$ cat src/rxeq_pkg.sv
// constants, types and register map for the receiver eq strap/config block
// assumes one 200 MHz system clock and an apb register bus
package rxeq_pkg;
   localparam int unsigned CLK_MHZ         = 200;
   localparam int unsigned FAST_DONE_US    = 60;
   localparam int unsigned FULL_DONE_US    = 400;
   localparam int unsigned DONE_MARGIN_CYC = 8;
   localparam int unsigned EQ_SETTINGS     = 16;
   localparam int unsigned FAST_DONE_CYC   = FAST_DONE_US * CLK_MHZ;
   localparam int unsigned FULL_DONE_CYC   = FULL_DONE_US * CLK_MHZ;
   localparam int unsigned FAST_EVAL_CYC   = FAST_DONE_CYC - DONE_MARGIN_CYC;
   localparam int unsigned SWEEP_DWELL_CYC = (FULL_DONE_CYC - DONE_MARGIN_CYC) / EQ_SETTINGS;
   localparam int unsigned CNT_W           = 17;

   typedef logic [3:0] rxeq_idx_t;
   typedef logic [1:0] rxeq_lvl_t;

   // sensed strap level codes
   localparam rxeq_lvl_t LVL_GND_STRONG = 2'h0;
   localparam rxeq_lvl_t LVL_GND_WEAK   = 2'h1;
   localparam rxeq_lvl_t LVL_OPEN       = 2'h2;
   localparam rxeq_lvl_t LVL_VCC        = 2'h3;

   typedef enum logic [1:0] {CMODE_FIXED, CMODE_SHORT_LONG, CMODE_SWEEP, CMODE_RSVD} rxeq_cmode_e;
   typedef enum logic [3:0] {REG_CTRL, REG_CONN_A, REG_CONN_B, REG_HOST_A, REG_HOST_B,
                             REG_LONG_A, REG_LONG_B, REG_STATUS, REG_APPLIED, REG_NONE} rxeq_reg_e;

   localparam logic [7:0] OFS_CTRL    = 8'h00;
   localparam logic [7:0] OFS_CONN_A  = 8'h04;
   localparam logic [7:0] OFS_CONN_B  = 8'h08;
   localparam logic [7:0] OFS_HOST_A  = 8'h0C;
   localparam logic [7:0] OFS_HOST_B  = 8'h10;
   localparam logic [7:0] OFS_LONG_A  = 8'h14;
   localparam logic [7:0] OFS_LONG_B  = 8'h18;
   localparam logic [7:0] OFS_STATUS  = 8'h1C;
   localparam logic [7:0] OFS_APPLIED = 8'h20;

   localparam int unsigned CTRL_SRC_POS  = 0;
   localparam int unsigned CTRL_MODE_POS = 1;
   localparam logic        SRC_RST       = 1'b0;
   localparam rxeq_cmode_e CMODE_RST     = CMODE_FIXED;
   localparam rxeq_idx_t   IDX_RST       = 4'h0;
   localparam logic        PULL_RST      = 1'b1;
   localparam logic [31:0] RDATA_RST     = 32'h0000_0000;
endpackage

$ cat src/rxeq_adapt.sv
// eq selection engine for one connector-facing receiver lane
// assumes eye_score comes from same-clock logic; insert and chan_long already synchronised
module rxeq_adapt
   import rxeq_pkg::*;
#(
   parameter int unsigned FAST_CYC  = rxeq_pkg::FAST_EVAL_CYC,
   parameter int unsigned DWELL_CYC = rxeq_pkg::SWEEP_DWELL_CYC
) (
   input  wire logic                  clk,
   input  wire logic                  rst_n,
   input  wire logic                  active,
   input  wire rxeq_pkg::rxeq_cmode_e mode,
   input  wire rxeq_pkg::rxeq_idx_t   short_idx,
   input  wire rxeq_pkg::rxeq_idx_t   long_idx,
   input  wire logic                  insert,
   input  wire logic                  chan_long,
   input  wire logic [7:0]            eye_score,
   output rxeq_pkg::rxeq_idx_t        idx,
   output logic                       busy
);
   typedef enum logic [1:0] {ST_IDLE, ST_FAST, ST_SWEEP} rxeq_ad_e;
   typedef struct packed {
      rxeq_ad_e    st;
      logic [CNT_W-1:0] cnt;
      rxeq_idx_t   step;
      rxeq_idx_t   best_idx;
      logic [7:0]  best_score;
      logic        use_long;
      logic        ins_d;
      rxeq_cmode_e mode_d;
      rxeq_idx_t   idx;
      logic        busy;
   } rxeq_ad_s;

   rxeq_ad_s ad_r;
   rxeq_ad_s ad_nxt;
   logic     start;

   always_comb begin
      ad_nxt        = ad_r;
      ad_nxt.ins_d  = insert;
      ad_nxt.mode_d = mode;
      start = active && ((insert && !ad_r.ins_d) || (mode != ad_r.mode_d));
      case (ad_r.st)
         ST_IDLE: begin
            ad_nxt.cnt = '0;
            if (start && mode == CMODE_SHORT_LONG) begin
               ad_nxt.st = ST_FAST;
            end else if (start && mode == CMODE_SWEEP) begin
               ad_nxt.st   = ST_SWEEP;
               ad_nxt.step = '0;
            end
         end
         ST_FAST: begin
            ad_nxt.cnt = ad_r.cnt + 1'b1;
            if (ad_r.cnt == CNT_W'(FAST_CYC - 1)) begin
               ad_nxt.use_long = chan_long;
               ad_nxt.st       = ST_IDLE;
            end
         end
         ST_SWEEP: begin
            ad_nxt.cnt = ad_r.cnt + 1'b1;
            if (ad_r.cnt == CNT_W'(DWELL_CYC - 1)) begin
               ad_nxt.cnt = '0;
               if (ad_r.step == '0 || eye_score > ad_r.best_score) begin
                  ad_nxt.best_idx   = ad_r.step;
                  ad_nxt.best_score = eye_score;
               end
               if (ad_r.step == 4'hF) begin
                  ad_nxt.st = ST_IDLE;
               end else begin
                  ad_nxt.step = ad_r.step + 1'b1;
               end
            end
         end
         default: begin
            ad_nxt.st = ST_IDLE;
         end
      endcase
      // abort on disable or fixed selection
      if (!active || mode == CMODE_FIXED || mode == CMODE_RSVD) begin
         ad_nxt.st = ST_IDLE;
      end
      case (mode)
         CMODE_SHORT_LONG: begin
            ad_nxt.idx = (ad_nxt.st == ST_IDLE && ad_nxt.use_long) ? long_idx : short_idx;
         end
         CMODE_SWEEP: begin
            ad_nxt.idx = (ad_nxt.st == ST_SWEEP) ? ad_nxt.step : ad_nxt.best_idx;
         end
         default: begin
            ad_nxt.idx = short_idx;
         end
      endcase
      ad_nxt.busy = (ad_nxt.st != ST_IDLE);
   end

   always_ff @(posedge clk or negedge rst_n) begin
      if (!rst_n) begin
         ad_r        <= '0;
         ad_r.st     <= ST_IDLE;
         ad_r.mode_d <= CMODE_RST;
      end else begin
         ad_r <= ad_nxt;
      end
   end

   assign idx  = ad_r.idx;
   assign busy = ad_r.busy;
endmodule

$ cat src/rxeq_strap_cfg.sv
// top of receiver eq configuration: strap capture, apb registers, per-lane eq select
// assumes strap pins arrive as 2-bit sensed level codes from the analog front end
//
// Behaviour
// capture every four-level strap input once just after enable rises.
// after sampling, switch off the internal pull networks on strap pins.
// each strap resolves to 0, R, F or 1; board presents exactly one.
// in strap mode a pin pair picks one of sixteen eq settings.
// index is four times upper pin code plus lower pin code.
// connector and host receiver groups each use their own strap pair.
// every receiver lane has its own eq index control.
// register mode offers the same sixteen indices through four lane registers.
// host-facing receivers use a fixed index only, never adaptive.
// connector receivers offer fixed, short/long adaptive and sweep adaptive modes.
// fixed mode applies one configured index whatever is attached.
// short/long mode classifies the channel and applies one of two indices.
// sweep mode reruns its search on every new insertion. Code ignores an insertion that arrives while a sweep is still running.
// software disables adaptive modes when connector side is wired directly.
// adaptive only on the part nearest the receptacle, never in active cables.
// short/long decision settles within sixty microseconds.
// sweep search finds its best index within four hundred microseconds.
// latched straps hold while enable is high; recapture on next rise only.
module rxeq_strap_cfg
   import rxeq_pkg::*;
#(
   parameter int unsigned ADDR_W    = 8,
   parameter int unsigned FAST_CYC  = rxeq_pkg::FAST_EVAL_CYC,
   parameter int unsigned DWELL_CYC = rxeq_pkg::SWEEP_DWELL_CYC
) (
   input  wire logic                CLK_SYS,
   input  wire logic                RST_N,
   input  wire logic                PSEL,
   input  wire logic                PENABLE,
   input  wire logic                PWRITE,
   input  wire logic [ADDR_W-1:0]   PADDR,
   input  wire logic [31:0]         PWDATA,
   output logic      [31:0]         PRDATA,
   output logic                     PREADY,
   output logic                     PSLVERR,
   input  wire logic                EN,
   input  wire rxeq_pkg::rxeq_lvl_t CONN_EQ_STRAP_HI,
   input  wire rxeq_pkg::rxeq_lvl_t CONN_EQ_STRAP_LO,
   input  wire rxeq_pkg::rxeq_lvl_t HOST_EQ_STRAP_HI,
   input  wire rxeq_pkg::rxeq_lvl_t HOST_EQ_STRAP_LO,
   input  wire logic                CONN_INSERT,
   input  wire logic                CONN_A_CHAN_LONG,
   input  wire logic                CONN_B_CHAN_LONG,
   input  wire logic [7:0]          CONN_A_EYE_SCORE,
   input  wire logic [7:0]          CONN_B_EYE_SCORE,
   output logic                     STRAP_PULL_EN,
   output rxeq_pkg::rxeq_idx_t      CONN_LANE_A_EQ_INDEX,
   output rxeq_pkg::rxeq_idx_t      CONN_LANE_B_EQ_INDEX,
   output rxeq_pkg::rxeq_idx_t      HOST_LANE_A_EQ_INDEX,
   output rxeq_pkg::rxeq_idx_t      HOST_LANE_B_EQ_INDEX
);
   import rxeq_pkg::*;

   typedef struct packed {
      logic        pready;
      logic        pslverr;
      logic [31:0] prdata;
      logic        cfg_src;
      rxeq_cmode_e cmode;
      rxeq_idx_t   reg_ca;
      rxeq_idx_t   reg_cb;
      rxeq_idx_t   reg_ha;
      rxeq_idx_t   reg_hb;
      rxeq_idx_t   long_a;
      rxeq_idx_t   long_b;
      rxeq_idx_t   strap_conn;
      rxeq_idx_t   strap_host;
      logic        captured;
      logic        pull_en;
      logic        en_d;
      rxeq_idx_t   out_ca;
      rxeq_idx_t   out_cb;
      rxeq_idx_t   out_ha;
      rxeq_idx_t   out_hb;
   } rxeq_top_s;

   rxeq_top_s   top_r;
   rxeq_top_s   top_nxt;

   logic [11:0] pins_raw;
   logic [11:0] pins_q;
   logic        en_q;
   logic        ins_q;
   logic        long_a_q;
   logic        long_b_q;
   rxeq_lvl_t   c_hi_q;
   rxeq_lvl_t   c_lo_q;
   rxeq_lvl_t   h_hi_q;
   rxeq_lvl_t   h_lo_q;

   logic        en_rise;
   logic        adapt_active;
   rxeq_cmode_e conn_mode;
   rxeq_idx_t   short_a;
   rxeq_idx_t   short_b;
   rxeq_idx_t   ad_idx_a;
   rxeq_idx_t   ad_idx_b;
   logic        ad_busy_a;
   logic        ad_busy_b;
   logic        setup_ph;
   logic        access_ph;
   rxeq_reg_e   sel;
   logic [31:0] rd_word;

   // strap pair to setting index; level codes are already 0..3
   function automatic rxeq_idx_t strap_index(input rxeq_lvl_t hi, input rxeq_lvl_t lo);
      strap_index = {hi, lo};
   endfunction

   // word-aligned address decode shared by read and write paths
   function automatic rxeq_reg_e reg_decode(input logic [ADDR_W-1:0] a);
      logic [7:0] ofs;
      ofs = a[7:0];
      reg_decode = REG_NONE;
      if ((a >> 8) == '0) begin
         case (ofs)
            OFS_CTRL:    reg_decode = REG_CTRL;
            OFS_CONN_A:  reg_decode = REG_CONN_A;
            OFS_CONN_B:  reg_decode = REG_CONN_B;
            OFS_HOST_A:  reg_decode = REG_HOST_A;
            OFS_HOST_B:  reg_decode = REG_HOST_B;
            OFS_LONG_A:  reg_decode = REG_LONG_A;
            OFS_LONG_B:  reg_decode = REG_LONG_B;
            OFS_STATUS:  reg_decode = REG_STATUS;
            OFS_APPLIED: reg_decode = REG_APPLIED;
            default:     reg_decode = REG_NONE;
         endcase
      end
   endfunction

   assign pins_raw = {EN, CONN_INSERT, CONN_A_CHAN_LONG, CONN_B_CHAN_LONG,
                      CONN_EQ_STRAP_HI, CONN_EQ_STRAP_LO, HOST_EQ_STRAP_HI, HOST_EQ_STRAP_LO};

   rxeq_sync3 #(
      .W (12)
   ) u_pin_sync (
      .clk   (CLK_SYS),
      .rst_n (RST_N),
      .d     (pins_raw),
      .q     (pins_q)
   );

   assign en_q     = pins_q[11];
   assign ins_q    = pins_q[10];
   assign long_a_q = pins_q[9];
   assign long_b_q = pins_q[8];
   assign c_hi_q   = pins_q[7:6];
   assign c_lo_q   = pins_q[5:4];
   assign h_hi_q   = pins_q[3:2];
   assign h_lo_q   = pins_q[1:0];

   assign en_rise      = en_q && !top_r.en_d;
   assign adapt_active = en_q && top_r.captured;
   // straps only give fixed eq on the connector side
   assign conn_mode = top_r.cfg_src ? top_r.cmode : CMODE_FIXED;
   assign short_a   = top_r.cfg_src ? top_r.reg_ca : top_r.strap_conn;
   assign short_b   = top_r.cfg_src ? top_r.reg_cb : top_r.strap_conn;

   rxeq_adapt #(
      .FAST_CYC  (FAST_CYC),
      .DWELL_CYC (DWELL_CYC)
   ) u_adapt_a (
      .clk       (CLK_SYS),
      .rst_n     (RST_N),
      .active    (adapt_active),
      .mode      (conn_mode),
      .short_idx (short_a),
      .long_idx  (top_r.long_a),
      .insert    (ins_q),
      .chan_long (long_a_q),
      .eye_score (CONN_A_EYE_SCORE),
      .idx       (ad_idx_a),
      .busy      (ad_busy_a)
   );

   rxeq_adapt #(
      .FAST_CYC  (FAST_CYC),
      .DWELL_CYC (DWELL_CYC)
   ) u_adapt_b (
      .clk       (CLK_SYS),
      .rst_n     (RST_N),
      .active    (adapt_active),
      .mode      (conn_mode),
      .short_idx (short_b),
      .long_idx  (top_r.long_b),
      .insert    (ins_q),
      .chan_long (long_b_q),
      .eye_score (CONN_B_EYE_SCORE),
      .idx       (ad_idx_b),
      .busy      (ad_busy_b)
   );

   assign setup_ph  = PSEL && !PENABLE;
   assign access_ph = PSEL && PENABLE && top_r.pready;
   assign sel       = reg_decode(PADDR);

   always_comb begin
      rd_word = RDATA_RST;
      case (sel)
         REG_CTRL: begin
            rd_word[CTRL_SRC_POS]                 = top_r.cfg_src;
            rd_word[CTRL_MODE_POS +: 2]           = top_r.cmode;
         end
         REG_CONN_A:  rd_word[3:0] = top_r.reg_ca;
         REG_CONN_B:  rd_word[3:0] = top_r.reg_cb;
         REG_HOST_A:  rd_word[3:0] = top_r.reg_ha;
         REG_HOST_B:  rd_word[3:0] = top_r.reg_hb;
         REG_LONG_A:  rd_word[3:0] = top_r.long_a;
         REG_LONG_B:  rd_word[3:0] = top_r.long_b;
         REG_STATUS: begin
            rd_word[3:0]  = top_r.strap_conn;
            rd_word[7:4]  = top_r.strap_host;
            rd_word[8]    = top_r.captured;
            rd_word[9]    = top_r.pull_en;
            rd_word[10]   = ad_busy_a;
            rd_word[11]   = ad_busy_b;
         end
         REG_APPLIED: begin
            rd_word[15:0] = {top_r.out_hb, top_r.out_ha, top_r.out_cb, top_r.out_ca};
         end
         default: begin
            rd_word = RDATA_RST;
         end
      endcase
   end

   always_comb begin
      top_nxt      = top_r;
      top_nxt.en_d = en_q;

      // apb: zero wait states, answer registered in setup
      top_nxt.pready  = setup_ph;
      top_nxt.pslverr = setup_ph && (sel == REG_NONE);
      top_nxt.prdata  = (setup_ph && !PWRITE) ? rd_word : RDATA_RST;
      if (access_ph && PWRITE) begin
         case (sel)
            REG_CTRL: begin
               top_nxt.cfg_src = PWDATA[CTRL_SRC_POS];
               top_nxt.cmode   = rxeq_cmode_e'(PWDATA[CTRL_MODE_POS +: 2]);
            end
            REG_CONN_A:  top_nxt.reg_ca = PWDATA[3:0];
            REG_CONN_B:  top_nxt.reg_cb = PWDATA[3:0];
            REG_HOST_A:  top_nxt.reg_ha = PWDATA[3:0];
            REG_HOST_B:  top_nxt.reg_hb = PWDATA[3:0];
            REG_LONG_A:  top_nxt.long_a = PWDATA[3:0];
            REG_LONG_B:  top_nxt.long_b = PWDATA[3:0];
            default: begin
               top_nxt.cfg_src = top_r.cfg_src;
            end
         endcase
      end

      // strap latch on enable rise only
      if (en_rise) begin
         top_nxt.strap_conn = strap_index(c_hi_q, c_lo_q);
         top_nxt.strap_host = strap_index(h_hi_q, h_lo_q);
         top_nxt.captured   = 1'b1;
      end else if (!en_q) begin
         top_nxt.captured   = 1'b0;
      end

      // pull networks on while enable low, off once sampled
      if (!en_q) begin
         top_nxt.pull_en = 1'b1;
      end else if (top_r.captured) begin
         top_nxt.pull_en = 1'b0;
      end

      top_nxt.out_ca = ad_idx_a;
      top_nxt.out_cb = ad_idx_b;
      // host side has no adaptive path
      top_nxt.out_ha = top_r.cfg_src ? top_r.reg_ha : top_r.strap_host;
      top_nxt.out_hb = top_r.cfg_src ? top_r.reg_hb : top_r.strap_host;
   end

   always_ff @(posedge CLK_SYS or negedge RST_N) begin
      if (!RST_N) begin
         top_r            <= '0;
         top_r.prdata     <= RDATA_RST;
         top_r.cfg_src    <= SRC_RST;
         top_r.cmode      <= CMODE_RST;
         top_r.reg_ca     <= IDX_RST;
         top_r.reg_cb     <= IDX_RST;
         top_r.reg_ha     <= IDX_RST;
         top_r.reg_hb     <= IDX_RST;
         top_r.long_a     <= IDX_RST;
         top_r.long_b     <= IDX_RST;
         top_r.strap_conn <= IDX_RST;
         top_r.strap_host <= IDX_RST;
         top_r.pull_en    <= PULL_RST;
      end else begin
         top_r <= top_nxt;
      end
   end

   assign PRDATA               = top_r.prdata;
   assign PREADY               = top_r.pready;
   assign PSLVERR              = top_r.pslverr;
   assign STRAP_PULL_EN        = top_r.pull_en;
   assign CONN_LANE_A_EQ_INDEX = top_r.out_ca;
   assign CONN_LANE_B_EQ_INDEX = top_r.out_cb;
   assign HOST_LANE_A_EQ_INDEX = top_r.out_ha;
   assign HOST_LANE_B_EQ_INDEX = top_r.out_hb;
endmodule

$ cat src/rxeq_sync3.sv
// three-flop synchroniser for pin inputs
// assumes inputs asynchronous to clk; q changes once stages two and three agree
module rxeq_sync3 #(
   parameter int unsigned W = 1
) (
   input  wire logic         clk,
   input  wire logic         rst_n,
   input  wire logic [W-1:0] d,
   output logic      [W-1:0] q
);
   typedef struct packed {
      logic [W-1:0] s1;
      logic [W-1:0] s2;
      logic [W-1:0] s3;
      logic [W-1:0] q;
   } rxeq_sync_s;

   rxeq_sync_s sync_r;
   rxeq_sync_s sync_nxt;
   logic [W-1:0] differ;

   always_comb begin
      sync_nxt    = sync_r;
      differ      = sync_r.s2 ^ sync_r.s3;
      sync_nxt.s1 = d;
      sync_nxt.s2 = sync_r.s1;
      sync_nxt.s3 = sync_r.s2;
      sync_nxt.q  = (sync_r.q & differ) | (sync_r.s3 & ~differ);
   end

   always_ff @(posedge clk or negedge rst_n) begin
      if (!rst_n) begin
         sync_r <= '0;
      end else begin
         sync_r <= sync_nxt;
      end
   end

   assign q = sync_r.q;
endmodule
$ cat config.mk
export PLATFORM = sky130hd
export DESIGN_NAME = rxeq_strap_cfg
export DESIGN_NICKNAME = d
export VERILOG_FILES = /design/src/rxeq_pkg.sv /design/src/rxeq_adapt.sv /design/src/rxeq_strap_cfg.sv /design/src/rxeq_sync3.sv
export SDC_FILE = /design/constraint.sdc
export NUM_CORES = 1
export LEC_CHECK = 0
export BUFFER_PORTS_ARGS = -buffer_cell sky130_fd_sc_hd__buf_2
export CAP_MARGIN = 25
export CORE_MARGIN = 2
export CORE_UTILIZATION = 58
export CTS_CLUSTER_DIAMETER = 200
export CTS_CLUSTER_SIZE = 12
export DETAILED_ROUTE_END_ITERATION = 12
export GPL_ROUTABILITY_DRIVEN = 0
export PLACE_DENSITY = 0.81
export SYNTH_ARGS = -nofsm -noshare
export SYNTH_HDL_FRONTEND = slang
export SYNTH_SLANG_ARGS = --single-unit
$ cat constraint.sdc
create_clock -name CLK_SYS -period 4.8 [get_ports CLK_SYS]
set_clock_uncertainty 0.15 [all_clocks]
set_input_delay 1.2 -clock CLK_SYS [delete_from_list [all_inputs] [get_ports CLK_SYS]]
set_output_delay 1.2 -clock CLK_SYS [all_outputs]
set_load 0.01 [all_outputs]
## Word level (Yosys, flattened, before mapping)

Index checks and enable logic that the tools add are counted.

| word-level totals | value |
|---|---|
| register bits after elaboration | 205 |
| bits of input ports | 73 |
| word-level logic and storage cells | 187 |

| operators by class | value |
|---|---|
| add/sub/neg operators | 4 |
| magnitude comparators | 2 |
| eq/ne operators | 35 |
| muxes and demuxes | 53 |
| bitwise logic cells | 5 |
| reduce and logical (&&, ||, !) cells | 46 |

Operator list:

| cell | count |
|---|---|
| one-hot mux 17 bit (3 select lines) | 2 |
| 2-to-1 mux 35 bit | 2 |
| 2-to-1 mux 4 bit | 15 |
| 2-to-1 mux 12 bit | 4 |
| one-hot mux 4 bit (9 select lines) | 1 |
| adder 17 x 1 -> 17 bit (second input constant) | 2 |
| == test 17 x 13 -> 1 bit (second input constant) | 2 |
| == test 17 x 14 -> 1 bit (second input constant) | 2 |
| == test 8 x 5 -> 1 bit (second input constant) | 4 |
| one-hot mux 4 bit (2 select lines) | 4 |
| one-hot mux 3 bit (9 select lines) | 1 |
| bitwise AND 12 bit | 2 |
| 2-to-1 mux 2 bit | 11 |
| == test 4 x 3 -> 1 bit (second input constant) | 4 |
| == test 4 bit (second input constant) | 4 |
| == test 8 x 4 -> 1 bit (second input constant) | 2 |
| > comparator 8 bit | 2 |
| 2-to-1 mux 16 bit | 1 |
| one-hot mux 8 bit (2 select lines) | 1 |
| logical AND 1 bit | 14 |
| AND reduction 2 bit | 7 |
| == test 2 bit (second input constant) | 6 |
| zero test 4 bit | 3 |
| NOT 12 bit | 1 |
| 20 further kinds | 48 |

## Depth between registers and ports, before layout

Gate-level depths: netlist of the first run.

| logic depth | value |
|---|---|
| word-level depth | 13 |
| gate-level depth with buffers | 13 |
| gate-level depth less buffers | 11 |

## Modules after synthesis

Synthesis of the first run repeated with hierarchy kept, for this count alone.

| unflattened totals | value |
|---|---|
| cell total of the unflattened synthesis | 953 |
| area total of the unflattened synthesis | 10352.4 sq um |

By module, submodules not included:

| module | instances | cells each | area an instance (sq um) |
|---|---|---|---|
| rxeq_adapt | 2 | 290 | 2718.9 |
| rxeq_strap_cfg | 1 | 301 | 3488.3 |
| rxeq_sync3 | 1 | 72 | 1426.4 |

## Least setup slack after synthesis of the first run

Ideal clock, no wire load.

| path | value |
|---|---|
| path kind | in2reg |
| start point | input CONN_B_EYE_SCORE[1] |
| end point | register u_adapt_b.ad_r, in the netlist u_adapt_b.idx[2] |
| data arrival time | 3.558 ns |
| slack | 0.968 ns |
| cell stages on the path | 10 |
| buffers on the path | 1 |
| cells stage by stage | ha_1 > nor2b_1 > o211ai_1 > a21oi_1 > o32a_1 > o211ai_1 > buf_2 > mux2_1 > mux2_2 > a211o_1 |

RTL lines:

| element | RTL line | text |
|---|---|---|
| start, declared | rxeq_strap_cfg.sv:49 | `input wire logic [7:0] CONN_B_EYE_SCORE,` |
| end signal, assigned | rxeq_adapt.sv:104 | `ad_r <= ad_nxt;` |
| end, declared | rxeq_adapt.sv:35 | `rxeq_ad_s ad_r;` |

==> results of run 1 <==
## power breakdown
part,switching (mW),leakage (nW),total (mW),internal [mW]
Clock,0.625,0.275,1.43,0.803
Combinational,0.167,2.12,0.286,0.118
Sequential,0.0829,2.67,1.92,1.84
Total,0.875,5.07,3.64,2.76
## worst max-delay path: stages
cell	delay, ns
buf_2	0.11
ha_1	0.31
nor2b_1	0.14
o211ai_1	0.18
a21oi_1	0.09
o32a_1	0.37
o211ai_1	0.48
mux2_2	0.43
mux2_2	0.28
a211o_1	0.28
## cell usage after synthesis (3+ instances only)
| library cell | number | area share |
|---|---|---|
| and3_1 | 20 | 0.013 |
| nand4_1 | 11 | 0.0070 |
| mux4_2 | 3 | 0.0069 |
| o211ai_1 | 3 | 0.0023 |
| a211o_1 | 8 | 0.0071 |
| inv_1 | 38 | 0.015 |
| nor2b_1 | 9 | 0.0057 |
| nand2b_1 | 10 | 0.0064 |
| nor3_1 | 9 | 0.0046 |
| buf_4 | 49 | 0.037 |
| and2_1 | 7 | 0.0045 |
| or2_2 | 3 | 0.0019 |
| o21ai_0 | 69 | 0.035 |
| mux2i_1 | 14 | 0.014 |
| a22oi_1 | 13 | 0.0099 |
| mux2_2 | 69 | 0.079 |
| ha_1 | 38 | 0.048 |
| o31ai_1 | 5 | 0.0038 |
| dfrtp_1 | 204 | 0.52 |
| nor2_1 | 44 | 0.017 |
| maj3_1 | 12 | 0.012 |
| a222oi_1 | 3 | 0.0031 |
| a21oi_1 | 29 | 0.015 |
| nor4_1 | 3 | 0.0019 |
| nor4b_1 | 3 | 0.0027 |
| nand3_1 | 26 | 0.013 |
| nor3b_1 | 7 | 0.0054 |
| a211oi_1 | 3 | 0.0023 |
| nand2_1 | 81 | 0.031 |
| a21o_1 | 4 | 0.0031 |
| clkbuf_1 | 20 | 0.0076 |
| nor4bb_1 | 4 | 0.0041 |
| a31oi_1 | 11 | 0.0070 |
## logic make-up after synthesis
logic type,after synthesis
AOI/OAI and AO/OA,166
xor gates and xnor gates,2
adders and majority gates,50
buffers and inverters,115
DFF,205
muxes,87
other,1
and+or+nand+nor,261
## state kept, by name, summed over array words and instances, names as in the netlist, 12 cells and up, named ones only
signal               count
u_adapt_b.ad_r          39
top_r                   37
u_adapt_a.ad_r          36
u_pin_sync.sync_nxt     24
PRDATA                  16
u_pin_sync.sync_r       12
## per-stage QoR
step	util	setup WS [ns]	total power [mW]
detailed placement	0.612	0.689	2.24
CTS	0.647	1.17	3.66
floorplan	-	0.968	2.13
global route	0.647	1.02	3.78
global placement	0.612	0.814	2.22
finish	0.647	1.16	3.64
## cell type report
type / instances / area share
Timing Repair Buffer: 89 / 0.0459
Clock inverter: 1 / 0.00105
Clock buffer: 30 / 0.0522
Tap cell: 220 / 0.0257
Sequential cell: 205 / 0.479
Multi-Input combinational cell: 582 / 0.383
Inverter: 38 / 0.0133
## worst paths after layout
kind,from,endpoint,slack (ns),depth (start not counted)
setup / recovery,CONN_B_EYE_SCORE[1],u_adapt_b.idx[3]$_DFF_PN0_,1.16,10
hold / removal,u_pin_sync.sync_nxt[29]$_DFF_PN0_,u_pin_sync.sync_nxt[17]$_DFF_PN0_,0.20,0
setup reg to reg,top_r[51]$_DFFE_PN0P_,u_adapt_a.idx[3]$_DFF_PN0_,1.31,10
hold reg to reg,u_pin_sync.sync_nxt[29]$_DFF_PN0_,u_pin_sync.sync_nxt[17]$_DFF_PN0_,0.20,0
max in group asynchronous,RST_N,u_adapt_a.ad_r[11]$_DFFE_PN0P_,2.93,2
min in group asynchronous,RST_N,u_adapt_b.ad_r[28]$_DFFE_PN0P_,0.64,1
## layer usage
| metal | GRT usage | part of all wire | routed length, um | vias to the layer above |
|---|---|---|---|---|
| met2 | 0.364 | 0.46 | 9310 | 212 |
| li1 | - | - | - | 3183 |
| met1 | 0.335 | 0.45 | 9080 | 3334 |
| met4 | 0.0614 | 0.023 | 460 | 0 |
| met3 | 0.0401 | 0.063 | 1260 | 38 |
| met5 | 0 | 0 | 0 | - |
==> results.rst, run 1 <==
.. list-table::
   :header-rows: 1

   * - Metric
     - Value
   * - Die width
     - ~130 um
   * - Final hold slack
     - a little under 0.2 ns
   * - Maximum clock frequency
     - 0.275 GHz
   * - CTS tree
     - yes
   * - Initial antenna violation count
     - 0
   * - Die area
     - 18000 um2
   * - Max Transition Viols Final
     - 0
   * - Boundary Pins
     - 124
   * - Fraction of the yosys area taken by sequential cells
     - 0.523
   * - Number of buffers created by CTS
     - 21
   * - Endpoints failing hold
     - 0
   * - Post-synthesis cell count
     - 887
   * - CP arrival
     - 3.86 ns
   * - CTS Sinks
     - approximately 210
   * - Portion of netlist area occupied by mux cells
     - 0.101
   * - Worst rel slew slack
     - 0.395
   * - Area growth from synthesis to final layout
     - 9.26%
   * - Fillers
     - 1274
   * - Gr usage total
     - 0.230
   * - Via/cell ratio
     - 5.81
   * - Async S/R FF share, synth
     - 1.00
   * - Total number of placement rows
     - 47
   * - Post-DRT Antenna Nets
     - 0
   * - Final Net Count
     - 1048
   * - Power per cell area
     - 339 nW/um2
   * - Post-synthesis share of cell area spent on xor and xnor gates
     - 0.00178
   * - Layout cells sized above 1
     - 0.215
   * - Startpoint kind of the worst setup timing path
     - input pin
   * - Setup repair after global routing missed its margin
     - no
   * - Most frequently used flop master after synthesis
     - dfrtp_1
   * - Half-perimeter wire length after detailed placement
     - 14200 um
   * - DR iter-0 viols
     - 492
   * - Bufs on Longest Clock Path
     - 3
   * - Number of global-route vias before repair
     - ~6700
   * - Total length of routed wires
     - 20100 um
   * - Standby leakage power
     - 5.07 nW
   * - Type of the worst setup path
     - input pin to flip-flop
   * - Status
     - complete, no violations
   * - Total iterations of the first detailed-routing run
     - 5
   * - Area of the mapped netlist
     - 9810 um2
   * - Mean Syn Cell Area
     - 11.1 um2
   * - Area share of fa/ha/maj cells after synthesis
     - 0.0607
   * - Main combinational cell family by area after synthesis
     - simple AND/OR/NAND/NOR gates
   * - Storage element area
     - 5130 um2
   * - Number of inserted diodes
     - 0
   * - Final total negative setup slack
     - 0 ns
   * - Max capacitance violation total
     - 0
   * - Overall overflow remaining after global route
     - 0
   * - Total instance count after detailed placement
     - roughly 1100
   * - Number of hold-repair buffers added at the cts stage
     - 0
   * - Number of vias after detailed routing
     - roughly 6800
   * - Count of H-tree levels built during CTS
     - 1
   * - Core region area
     - roughly 17000 um2
   * - Type of the worst min-delay path
     - flip-flop to flip-flop
   * - Number of cells in the finished layout apart from fillers
     - between 1000 and 1500
   * - Post-cts repair resize count
     - 0
   * - Required @ worst endpoint
     - between 5 and 6 ns
   * - Worst voltage drop across the vdd grid
     - 0.267 mV
   * - Routed length per instance
     - 17.3 um
   * - Clock latency at the later pin of the worst-skew pair
     - 0.50 ns
   * - Starting utilization of the core area
     - 0.592
   * - Area of the multi-input gates
     - 4110 um2
   * - Pin count of the biggest net entering global routing
     - 108
   * - Post-detailed-route DRC marker count
     - 0
   * - Port Buffers
     - 79
   * - Post-synthesis share of cell area spent on and, or, nand and nor gates
     - 0.143
   * - Final setup vio count
     - 0
   * - DP Area
     - just over 10000 um2
   * - Clock root buffer master
     - clkbuf_16
   * - Transition time of the tightest slew-check pin
     - about 0.9 ns
   * - Clock-pin slew of the registers on the worst-case setup and hold paths
     - approximately 0.06 ns
   * - Setup bufs post-CTS
     - 0
   * - Total of warnings raised by yosys
     - 0
   * - Global-route wire length before repair
     - 33600 um
   * - Final cycle utilization of the critical path
     - 0.758
   * - Final critical-path required period
     - 3.64 ns
   * - Die Y
     - 134 um
   * - Category of the worst setup path capture point
     - flip-flop
   * - Leading cell types in the layout, fill and taps excluded
     - dfrtp_1, nand2_1, buf_2
   * - Post-layout instance area
     - 10700 um2
   * - Maximum fanout along the worst path
     - 5
   * - Netlist cell types
     - 75
   * - Most common cell after layout, fill and taps aside
     - dfrtp_1
   * - Seq cells post-synth
     - 205
   * - Count of flip-flops with a built-in enable after synthesis
     - 0
   * - Compound-cell area share of the yosys netlist
     - 0.105
No activity file was read; power rests on OpenSTA's default activity.
==> inputs of run 2 (changes only) <==
CORE_UTILIZATION = 53   (was 58)
PLACE_DENSITY = 0.78   (was 0.81)
clock period = 3.1 ns   (was 4.8 ns; I/O delays follow)
==> run 2 against run 1 <==
The run now ends with design-rule violations left. Routed wire length shrank 0.98%. Worst hold slack lost 0.10 ns. Utilization shrank 3.7 points. Critical path type is now flip-flop to flip-flop. Setup slack lost 1.1 ns. Critical path depth is the same. Power grew 55%.
==> results.rst, run 2 (synthesis gave the netlist of run 1 again) <==
.. list-table::
   :header-rows: 1

   * - Metric
     - Value
   * - Startpoint kind of the worst setup timing path
     - flip-flop (was input pin)
   * - Port Buffers
     - 79 (unchanged)
   * - CP arrival
     - 3.25 ns (was 3.86 ns)
   * - Worst voltage drop across the vdd grid
     - 0.472 mV (was 0.267 mV)
   * - Initial antenna violation count
     - 0 (unchanged)
   * - Global Route met3 Usage
     - 0.0321 (was 0.0401)
   * - Total instance count after detailed placement
     - 1167 (was 1134)
   * - Overall overflow remaining after global route
     - 0 (unchanged)
   * - Die width
     - 140 um (was 134 um)
   * - Register share of total power
     - 0.527 (was 0.529)
   * - Starting utilization of the core area
     - 0.543 (was 0.592)
   * - Type of the worst setup path
     - flip-flop to flip-flop (was input pin to flip-flop)
   * - Maximum fanout along the worst path
     - 6 (was 5)
   * - Clock root buffer master
     - clkbuf_16 (unchanged)
   * - Layout cells sized above 1
     - 0.249 (was 0.215)
   * - Leading registers by flop count
     - u_adapt_b.ad_r x39, top_r x37, u_adapt_a.ad_r x36 (unchanged)
   * - Final setup vio count
     - 0 (unchanged)
   * - Number of buffers created by CTS
     - 21 (unchanged)
   * - Clock latency at the later pin of the worst-skew pair
     - 0.50 ns (about the same)
   * - Reg2reg path depth
     - 10 (unchanged)
   * - Failing checks
     - design-rule violations
   * - Flip-flop count of the largest register after layout
     - 39 (unchanged)
   * - Final standard cell utilization of the core
     - 0.610 (was 0.647)
   * - Total iterations of the first detailed-routing run
     - 12 (was 5)
   * - Most common cell after layout, fill and taps aside
     - dfrtp_1 (unchanged)
   * - Max capacitance violation total
     - 0 (unchanged)
   * - Die Y
     - 140 um (was 134 um)
   * - Post-detailed-route DRC marker count
     - 12 (was 0)
   * - Number of cells in the finished layout apart from fillers
     - 1201 (was 1165)
   * - Total length of routed wires
     - 19900 um (was 20100 um)
   * - Status
     - finished, violations left (was complete, no violations)
   * - Met1 track demand over resource
     - 0.299 (was 0.335)
   * - Maximum clock frequency
     - 0.330 GHz
   * - Setup repair after global routing missed its margin
     - yes (was no)
   * - DR iter-0 viols
     - 535 (was 492)
   * - Core region area
     - 18100 um2 (was 16600 um2)
   * - Standby leakage power
     - 5.22 nW (was 5.07 nW)
   * - Part of the power in combinational logic
     - 0.079 (about the same)
   * - Switching power total
     - 1.35 mW (was 875 uW)
   * - Final Net Count
     - 1073 (was 1048)
   * - Bufs on Longest Clock Path
     - 3 (unchanged)
   * - Portion of total power attributed to the clock network
     - 0.394 (was 0.393)
   * - Final critical-path required period
     - between 3 and 4 ns
   * - Fillers
     - 1448 (was 1274)
   * - Pin count of the biggest net entering global routing
     - 62 (was 108)
   * - Area growth from synthesis to final layout
     - 12.4% (was 9.26%)
   * - Register ranked first by flip-flop count
     - u_adapt_b.ad_r (unchanged)
   * - Number of inserted diodes
     - 0 (unchanged)
   * - Worst rel slew slack
     - 0.395 (about the same)
   * - Required @ worst endpoint
     - 3.32 ns (was 5.02 ns)
   * - Boundary Pins
     - 124 (unchanged)
   * - Number of hold-repair buffers added at the cts stage
     - 0 (unchanged)
   * - Gr usage total
     - 0.207 (was 0.230)
   * - Crit Reg-Reg Startpoint
     - u_adapt_b.ad_r[25]$_DFFE_PN0P_ (was top_r[51]$_DFFE_PN0P_)
   * - Count of H-tree levels built during CTS
     - 1 (unchanged)
   * - Half-perimeter wire length after detailed placement
     - 14400 um (was 14200 um)
   * - Final hold slack
     - 0.0957 ns (was 0.196 ns)
   * - Endpoints failing hold
     - 0 (unchanged)
   * - CTS tree
     - yes (unchanged)
   * - Setup WS pre-CTS
     - -0.398 ns (was 0.689 ns)
   * - Number of vias after detailed routing
     - 6851 (was 6767)
   * - Die area
     - 19600 um2 (was 18000 um2)
   * - Transition time of the tightest slew-check pin
     - 0.905 ns (was 0.904 ns)
   * - Routed length per instance
     - 16.6 um (was 17.3 um)
   * - Post-DRT Antenna Nets
     - 0 (unchanged)
   * - Worst reg2reg endpoint
     - u_adapt_b.idx[0]$_DFF_PN0_ (was u_adapt_a.idx[3]$_DFF_PN0_)
   * - Via/cell ratio
     - 5.70 (was 5.81)
   * - Global-route wire length before repair
     - 33500 um (was 33600 um)
   * - Fraction of met2 tracks used by global routing
     - 0.334 (was 0.364)
   * - Max Transition Viols Final
     - 0 (unchanged)
   * - Internal Dissipation
     - 4.29 mW (was 2.76 mW)
   * - Setup ws final
     - 0.0730 ns (was 1.16 ns)
   * - Power per cell area
     - 512 nW/um2 (was 339 nW/um2)
   * - Reg-to-reg slack, setup
     - 0.07 ns (was 1.31 ns)
   * - Launching instance or port of the critical path
     - u_adapt_b.ad_r[25]$_DFFE_PN0P_ (was CONN_B_EYE_SCORE[1])
   * - Category of the worst setup path capture point
     - flip-flop (unchanged)
   * - Sum of internal, switching and leakage power
     - 5.65 mW (was 3.64 mW)
   * - Total number of placement rows
     - 49 (was 47)
   * - Switching power as a share of total power
     - 0.240 (was 0.241)
   * - Clock-pin slew of the registers on the worst-case setup and hold paths
     - 0.06 ns (about the same)
   * - Type of the worst min-delay path
     - input pin to async pin (was flip-flop to flip-flop)
   * - CTS Sinks
     - 205 (unchanged)
   * - Final cycle utilization of the critical path
     - 0.976
   * - Leading cell types in the layout, fill and taps excluded
     - dfrtp_1, nand2_1, buf_2 (unchanged)
   * - Most used routing layer
     - met2 (unchanged)
   * - Number of global-route vias before repair
     - 6688 (was 6690)
run 2: changes by cell type in the layout (fill, tap and decap cells not counted), sizes merged:
cell    previous run  this run
buf               88       113
clkbuf            31        32
inv               39        40
run 2: layer usage:
metal	part of all wire	routed length, um	vias up
met2	0.47	9320	207
met3	0.057	1140	30
li1	-	-	3227
met4	0.017	340	0
met5	0	0	-
met1	0.46	9110	3387
run 2: how the worst max path moves through the flow:
stage	to	depth (start not counted)	slack, ns
detailed placement	u_adapt_b.idx[0]$_DFF_PN0_	11	-0.40
CTS	u_adapt_b.idx[0]$_DFF_PN0_	11	0.03
global route	u_adapt_b.idx[1]$_DFF_PN0_	10	-0.02
floorplan	u_adapt_b.idx[2]$_DFF_PN0_	10	-0.16
finish	u_adapt_b.idx[0]$_DFF_PN0_	10	0.07
global placement	u_adapt_b.idx[0]$_DFF_PN0_	11	-0.32
run 2: worst max-delay path, stage by stage (launching register included):
cell      delay (ns)
dfrtp_1         0.42
inv_1           0.08
ha_1            0.14
nor4bb_1        0.34
nand4b_1        0.19
nor2_1          0.39
o211ai_1        0.18
buf_4           0.20
mux2_2          0.28
mux2_2          0.26
a211o_1         0.28
run 2: timing repair:
item / in CTS / in global routing
gates resized for setup: 0 / 10
buffers inserted: 0 / 1
setup endpoints to repair: 0 / 9
run 2: power by group through the flow:
stage | clock network [mW] | registers [mW] | logic (mW)
floorplan | 0 | 2.96 | 0.334
global placement | 0 | 3.02 | 0.435
detailed placement | 0 | 3.02 | 0.450
CTS | 2.28 | 2.98 | 0.453
global route | 2.40 | 2.99 | 0.503
finish | 2.22 | 2.98 | 0.447
run 2: area by class of cell:
class | count | area, um2 | area share
Clock buffer | 31 | 563 | 0.0510
Sequential cell | 205 | 5130 | 0.465
Multi-Input combinational cell | 582 | 4200 | 0.380
Tap cell | 229 | 287 | 0.0260
Clock inverter | 2 | 20.0 | 0.00181
Inverter | 38 | 143 | 0.0129
Timing Repair Buffer | 114 | 692 | 0.0627
run 2: metrics by stage:
step / setup TNS (ns) / cell area (um2)
finish: 0 / 11000
global route: -0.0395 / 11000
CTS: 0 / 11000
detailed placement: -1.54 / 10400
global placement: -1.21 / 10400
floorplan: -0.293 / 9940
==> inputs of run 3 (changes only) <==
ABC_AREA = 1   (was not set)
GPL_TIMING_DRIVEN = 0   (was not set)
PLACE_DENSITY = 0.77   (was 0.78)
==> run 3 against run 2 <==
The flow now finishes without violations. Synthesized area grew 6.8%. Utilization is essentially flat. Routed wire length grew 10%. Cell area grew 7.6%. Count of clock-buffer cells in the layout is the same. Sequential power shrank 1%.
==> results.rst, run 3 <==
.. list-table::
   :header-rows: 1

   * - Metric
     - Value
   * - Count of H-tree levels built during CTS
     - 1 (unchanged)
   * - Gr usage total
     - 0.215 (was 0.207)
   * - Register ranked first by flip-flop count
     - u_adapt_b.ad_r (unchanged)
   * - Power per cell area
     - 482 nW/um2 (was 512 nW/um2)
   * - Number of hold-repair buffers added at the cts stage
     - 0 (unchanged)
   * - Area of the mapped netlist
     - 10500 um2 (was 9810 um2)
   * - Post-DRT Antenna Nets
     - 0 (unchanged)
   * - Final standard cell utilization of the core
     - 0.610 (about the same)
   * - Post-synthesis cell count
     - 1206 (was 887)
   * - Post-layout instance area
     - 11900 um2 (was 11000 um2)
   * - DP Area
     - 11300 um2 (was 10400 um2)
   * - Crit Reg-Reg Startpoint
     - top_r[53]$_DFFE_PN0P_ (was u_adapt_b.ad_r[25]$_DFFE_PN0P_)
   * - Uppermost routed layer
     - met4 (unchanged)
   * - Maximum clock frequency
     - 0.389 GHz (was 0.330 GHz)
   * - Half-perimeter wire length after detailed placement
     - 16000 um (was 14400 um)
   * - Clock-pin slew of the registers on the worst-case setup and hold paths
     - 0.06 ns (about the same)
   * - Status
     - complete, no violations (was finished, violations left)
   * - Count of flip-flops with a built-in enable after synthesis
     - 0 (unchanged)
   * - Setup bufs post-CTS
     - 0 (unchanged)
   * - Number of buffers created by CTS
     - 21 (unchanged)
   * - Metal-1 WL
     - 10000 um (was 9110 um)
   * - Required @ worst endpoint
     - 3.33 ns (was 3.32 ns)
   * - Via/cell ratio
     - 5.16 (was 5.70)
   * - Final setup vio count
     - 0 (unchanged)
   * - Async S/R FF share, synth
     - 1.00 (unchanged)
   * - Global-route wire length before repair
     - 36500 um (was 33500 um)
   * - Standby leakage power
     - 5.88 nW (was 5.22 nW)
   * - Maximum fanout along the worst path
     - 10 (was 6)
   * - Final Net Count
     - 1434 (was 1073)
   * - Layout cells sized above 1
     - 0.192 (was 0.249)
   * - Netlist cell types
     - 48 (was 75)
   * - Top post-synthesis cells by area
     - dfrtp_1, nand2_1, inv_1 (was dfrtp_1, mux2_2, ha_1)
   * - Transition time of the tightest slew-check pin
     - 0.921 ns (was 0.905 ns)
   * - CTS tree
     - yes (unchanged)
   * - Starting utilization of the core area
     - 0.538 (was 0.543)
   * - Synth top cells by count
     - nand2_1, dfrtp_1, inv_1 (was dfrtp_1, nand2_1, mux2_2, o21ai_0, buf_4)
   * - Total length of routed wires
     - 22000 um (was 19900 um)
   * - Total of warnings raised by yosys
     - 0 (unchanged)
   * - Final critical-path required period
     - 2.57 ns (was 3.03 ns)
   * - DR iter-0 viols
     - 624 (was 535)
   * - Met3 wire len
     - 1110 um (was 1140 um)
   * - Most frequently used flop master after synthesis
     - dfrtp_1 (unchanged)
   * - Leading registers by flop count
     - u_adapt_b.ad_r x39, top_r x37, u_adapt_a.ad_r x36 (unchanged)
   * - Launching instance or port of the critical path
     - top_r[53]$_DFFE_PN0P_ (was u_adapt_b.ad_r[25]$_DFFE_PN0P_)
   * - Die Y
     - 145 um (was 140 um)
   * - Most common cell after layout, fill and taps aside
     - nand2_1 (was dfrtp_1)
   * - Seq cells post-synth
     - 205 (unchanged)
   * - Post-detailed-route DRC marker count
     - 0 (was 12)
   * - Flip-flop count of the largest register after layout
     - 39 (unchanged)
   * - Leading cell types in the layout, fill and taps excluded
     - nand2_1, dfrtp_1, inv_1 (was dfrtp_1, nand2_1, buf_2)
   * - Clock latency at the later pin of the worst-skew pair
     - 0.51 ns (was 0.50 ns)
   * - Worst voltage drop across the vdd grid
     - 0.368 mV (was 0.472 mV)
   * - Category of the worst setup path capture point
     - flip-flop (unchanged)
   * - Sum of met2 wire segment lengths after detailed routing
     - 10400 um (was 9320 um)
   * - Fraction of post-synthesis cell area in the top cell type by area
     - 0.487 (was 0.520)
   * - Pin count of the biggest net entering global routing
     - 119 (was 62)
   * - Die area
     - 20900 um2 (was 19600 um2)
   * - Number of global-route vias before repair
     - 7799 (was 6688)
   * - Max capacitance violation total
     - 0 (unchanged)
   * - Startpoint kind of the worst setup timing path
     - flip-flop (unchanged)
   * - Core region area
     - 19500 um2 (was 18100 um2)
   * - Type of the worst min-delay path
     - input pin to async pin (unchanged)
   * - Mean Syn Cell Area
     - 8.69 um2 (was 11.1 um2)
   * - Boundary Pins
     - 124 (unchanged)
   * - Number of inserted diodes
     - 0 (unchanged)
   * - CP arrival
     - 2.80 ns (was 3.25 ns)
   * - Clock root buffer master
     - clkbuf_16 (unchanged)
   * - Top-count cell post-synth
     - nand2_1 (was dfrtp_1)
   * - Area growth from synthesis to final layout
     - 13.4% (was 12.4%)
   * - Die width
     - 145 um (was 140 um)
   * - CTS Sinks
     - 205 (unchanged)
   * - Overall overflow remaining after global route
     - 0 (unchanged)
   * - Max Transition Viols Final
     - 0 (unchanged)
   * - Worst rel slew slack
     - 0.386 (was 0.395)
   * - Top cell type by total area after synthesis
     - dfrtp_1 (unchanged)
   * - Total iterations of the first detailed-routing run
     - 5 (was 12)
   * - Post-cts repair resize count
     - 0 (unchanged)
   * - Initial antenna violation count
     - 0 (unchanged)
   * - Type of the worst setup path
     - flip-flop to flip-flop (unchanged)
   * - Number of vias after detailed routing
     - 8251 (was 6851)
   * - Port Buffers
     - 78 (was 79)
   * - Setup repair after global routing missed its margin
     - no (was yes)
   * - Fraction of the yosys area taken by sequential cells
     - 0.490 (was 0.523)
   * - Bufs on Longest Clock Path
     - 3 (unchanged)
   * - Routed length per instance
     - 13.7 um (was 16.6 um)
   * - Final cycle utilization of the critical path
     - 0.829 (was 0.976)
   * - Endpoints failing hold
     - 0 (unchanged)
   * - Total number of placement rows
     - 51 (was 49)
-- run 3: cell count changes in the layout (fill, tap and decap cells not counted), moves of 19 or more --
cell,change
inv_2,+19
nor2_1,+40
nand2_1,+176
and3_1,-20
nand3_1,+57
mux2_2,-56
inv_1,+121
o22ai_1,+21
-- run 3: critical path, stage by stage, from the launching register on --
cell	delay, ns
dfrtp_1	0.36
buf_6	0.15
nand2_2	0.08
inv_1	0.11
ha_1	0.15
clkbuf_1	0.40
nand3_2	0.23
nand2_1	0.11
nand2_1	0.06
nand2_2	0.12
nand2_4	0.10
nand3_2	0.11
nand2_1	0.06
nand3_1	0.08
nand2_1	0.06
nand2_1	0.06
nand2_1	0.05
-- run 3: through the flow --
| stage | total power [mW] | TNS, ns | cells | hold WS, ns | setup slack, ns |
|---|---|---|---|---|---|
| 2_1_floorplan | 3.26 | 0 | 1221 | 0.181 | 0.703 |
| 3_3_place_gp | 3.49 | -462.66 | 1564 | 0.181 | -2.28 |
| 3_5_place_dp | 3.52 | 0 | 1565 | 0.185 | 0.296 |
| 4_1_cts | 5.79 | 0 | 1598 | 0.198 | 0.558 |
| 5_1_grt | 5.98 | 0 | 1598 | 0.206 | 0.286 |
| 6_report | 5.73 | 0 | 1598 | 0.168 | 0.530 |
-- run 3: kinds of logic (layout without fill, tap and decap cells) --
logic type | after synthesis | after routing | share of synthesized area
muxes | 11 | 11 | 0.0118
adders and majority gates | 50 | 50 | 0.0568
AOI/OAI and AO/OA | 159 | 159 | 0.0840
xor gates and xnor gates | 12 | 12 | 0.0100
buffers and inverters | 246 | 358 | 0.109
DFF | 205 | 205 | 0.490
and+or+nand+nor | 522 | 522 | 0.238
other | 1 | 16 | 0.000358
-- run 3: area by class of cell --
class	count	area [um2]
fillers	1646	7590
flip-flops and latches	205	5130
multi-input cells	770	4260
inverters	180	678
clock buffers	31	563
plain buffers	66	467
repair buffers	79	428
well taps	265	332
clock inverters	2	20.0
-- run 3: worst paths after layout --
path                                                     endpoint  slack (ns)  cells past startpoint
worst max-delay path                   u_adapt_b.idx[3]$_DFF_PN0_        0.53                     16
worst min-delay path               u_adapt_a.ad_r[36]$_DFFE_PN0P_        0.17                      1
worst max register to register         u_adapt_b.idx[3]$_DFF_PN0_        0.53                     16
worst min register to register  CONN_LANE_B_EQ_INDEX[3]$_DFF_PN0_        0.19                      0
max in group asynchronous               STRAP_PULL_EN$_DFFE_PN1P_        1.72                      2
min in group CLK_SYS            CONN_LANE_B_EQ_INDEX[3]$_DFF_PN0_        0.19                      0
-- run 3: report_power, final --
| group | switching [mW] | internal, mW | leakage, nW |
|---|---|---|---|
| logic | 0.296 | 0.233 | 3.00 |
| registers | 0.107 | 2.84 | 2.60 |
| clock network | 0.998 | 1.25 | 0.281 |
| total | 1.40 | 4.32 | 5.88 |
-- run 3: per-layer routing --
metal	GRT usage	up-vias
met5	0	-
met4	0.0562	0
met3	0.0351	41
met2	0.356	231
met1	0.298	3909
li1	-	4070
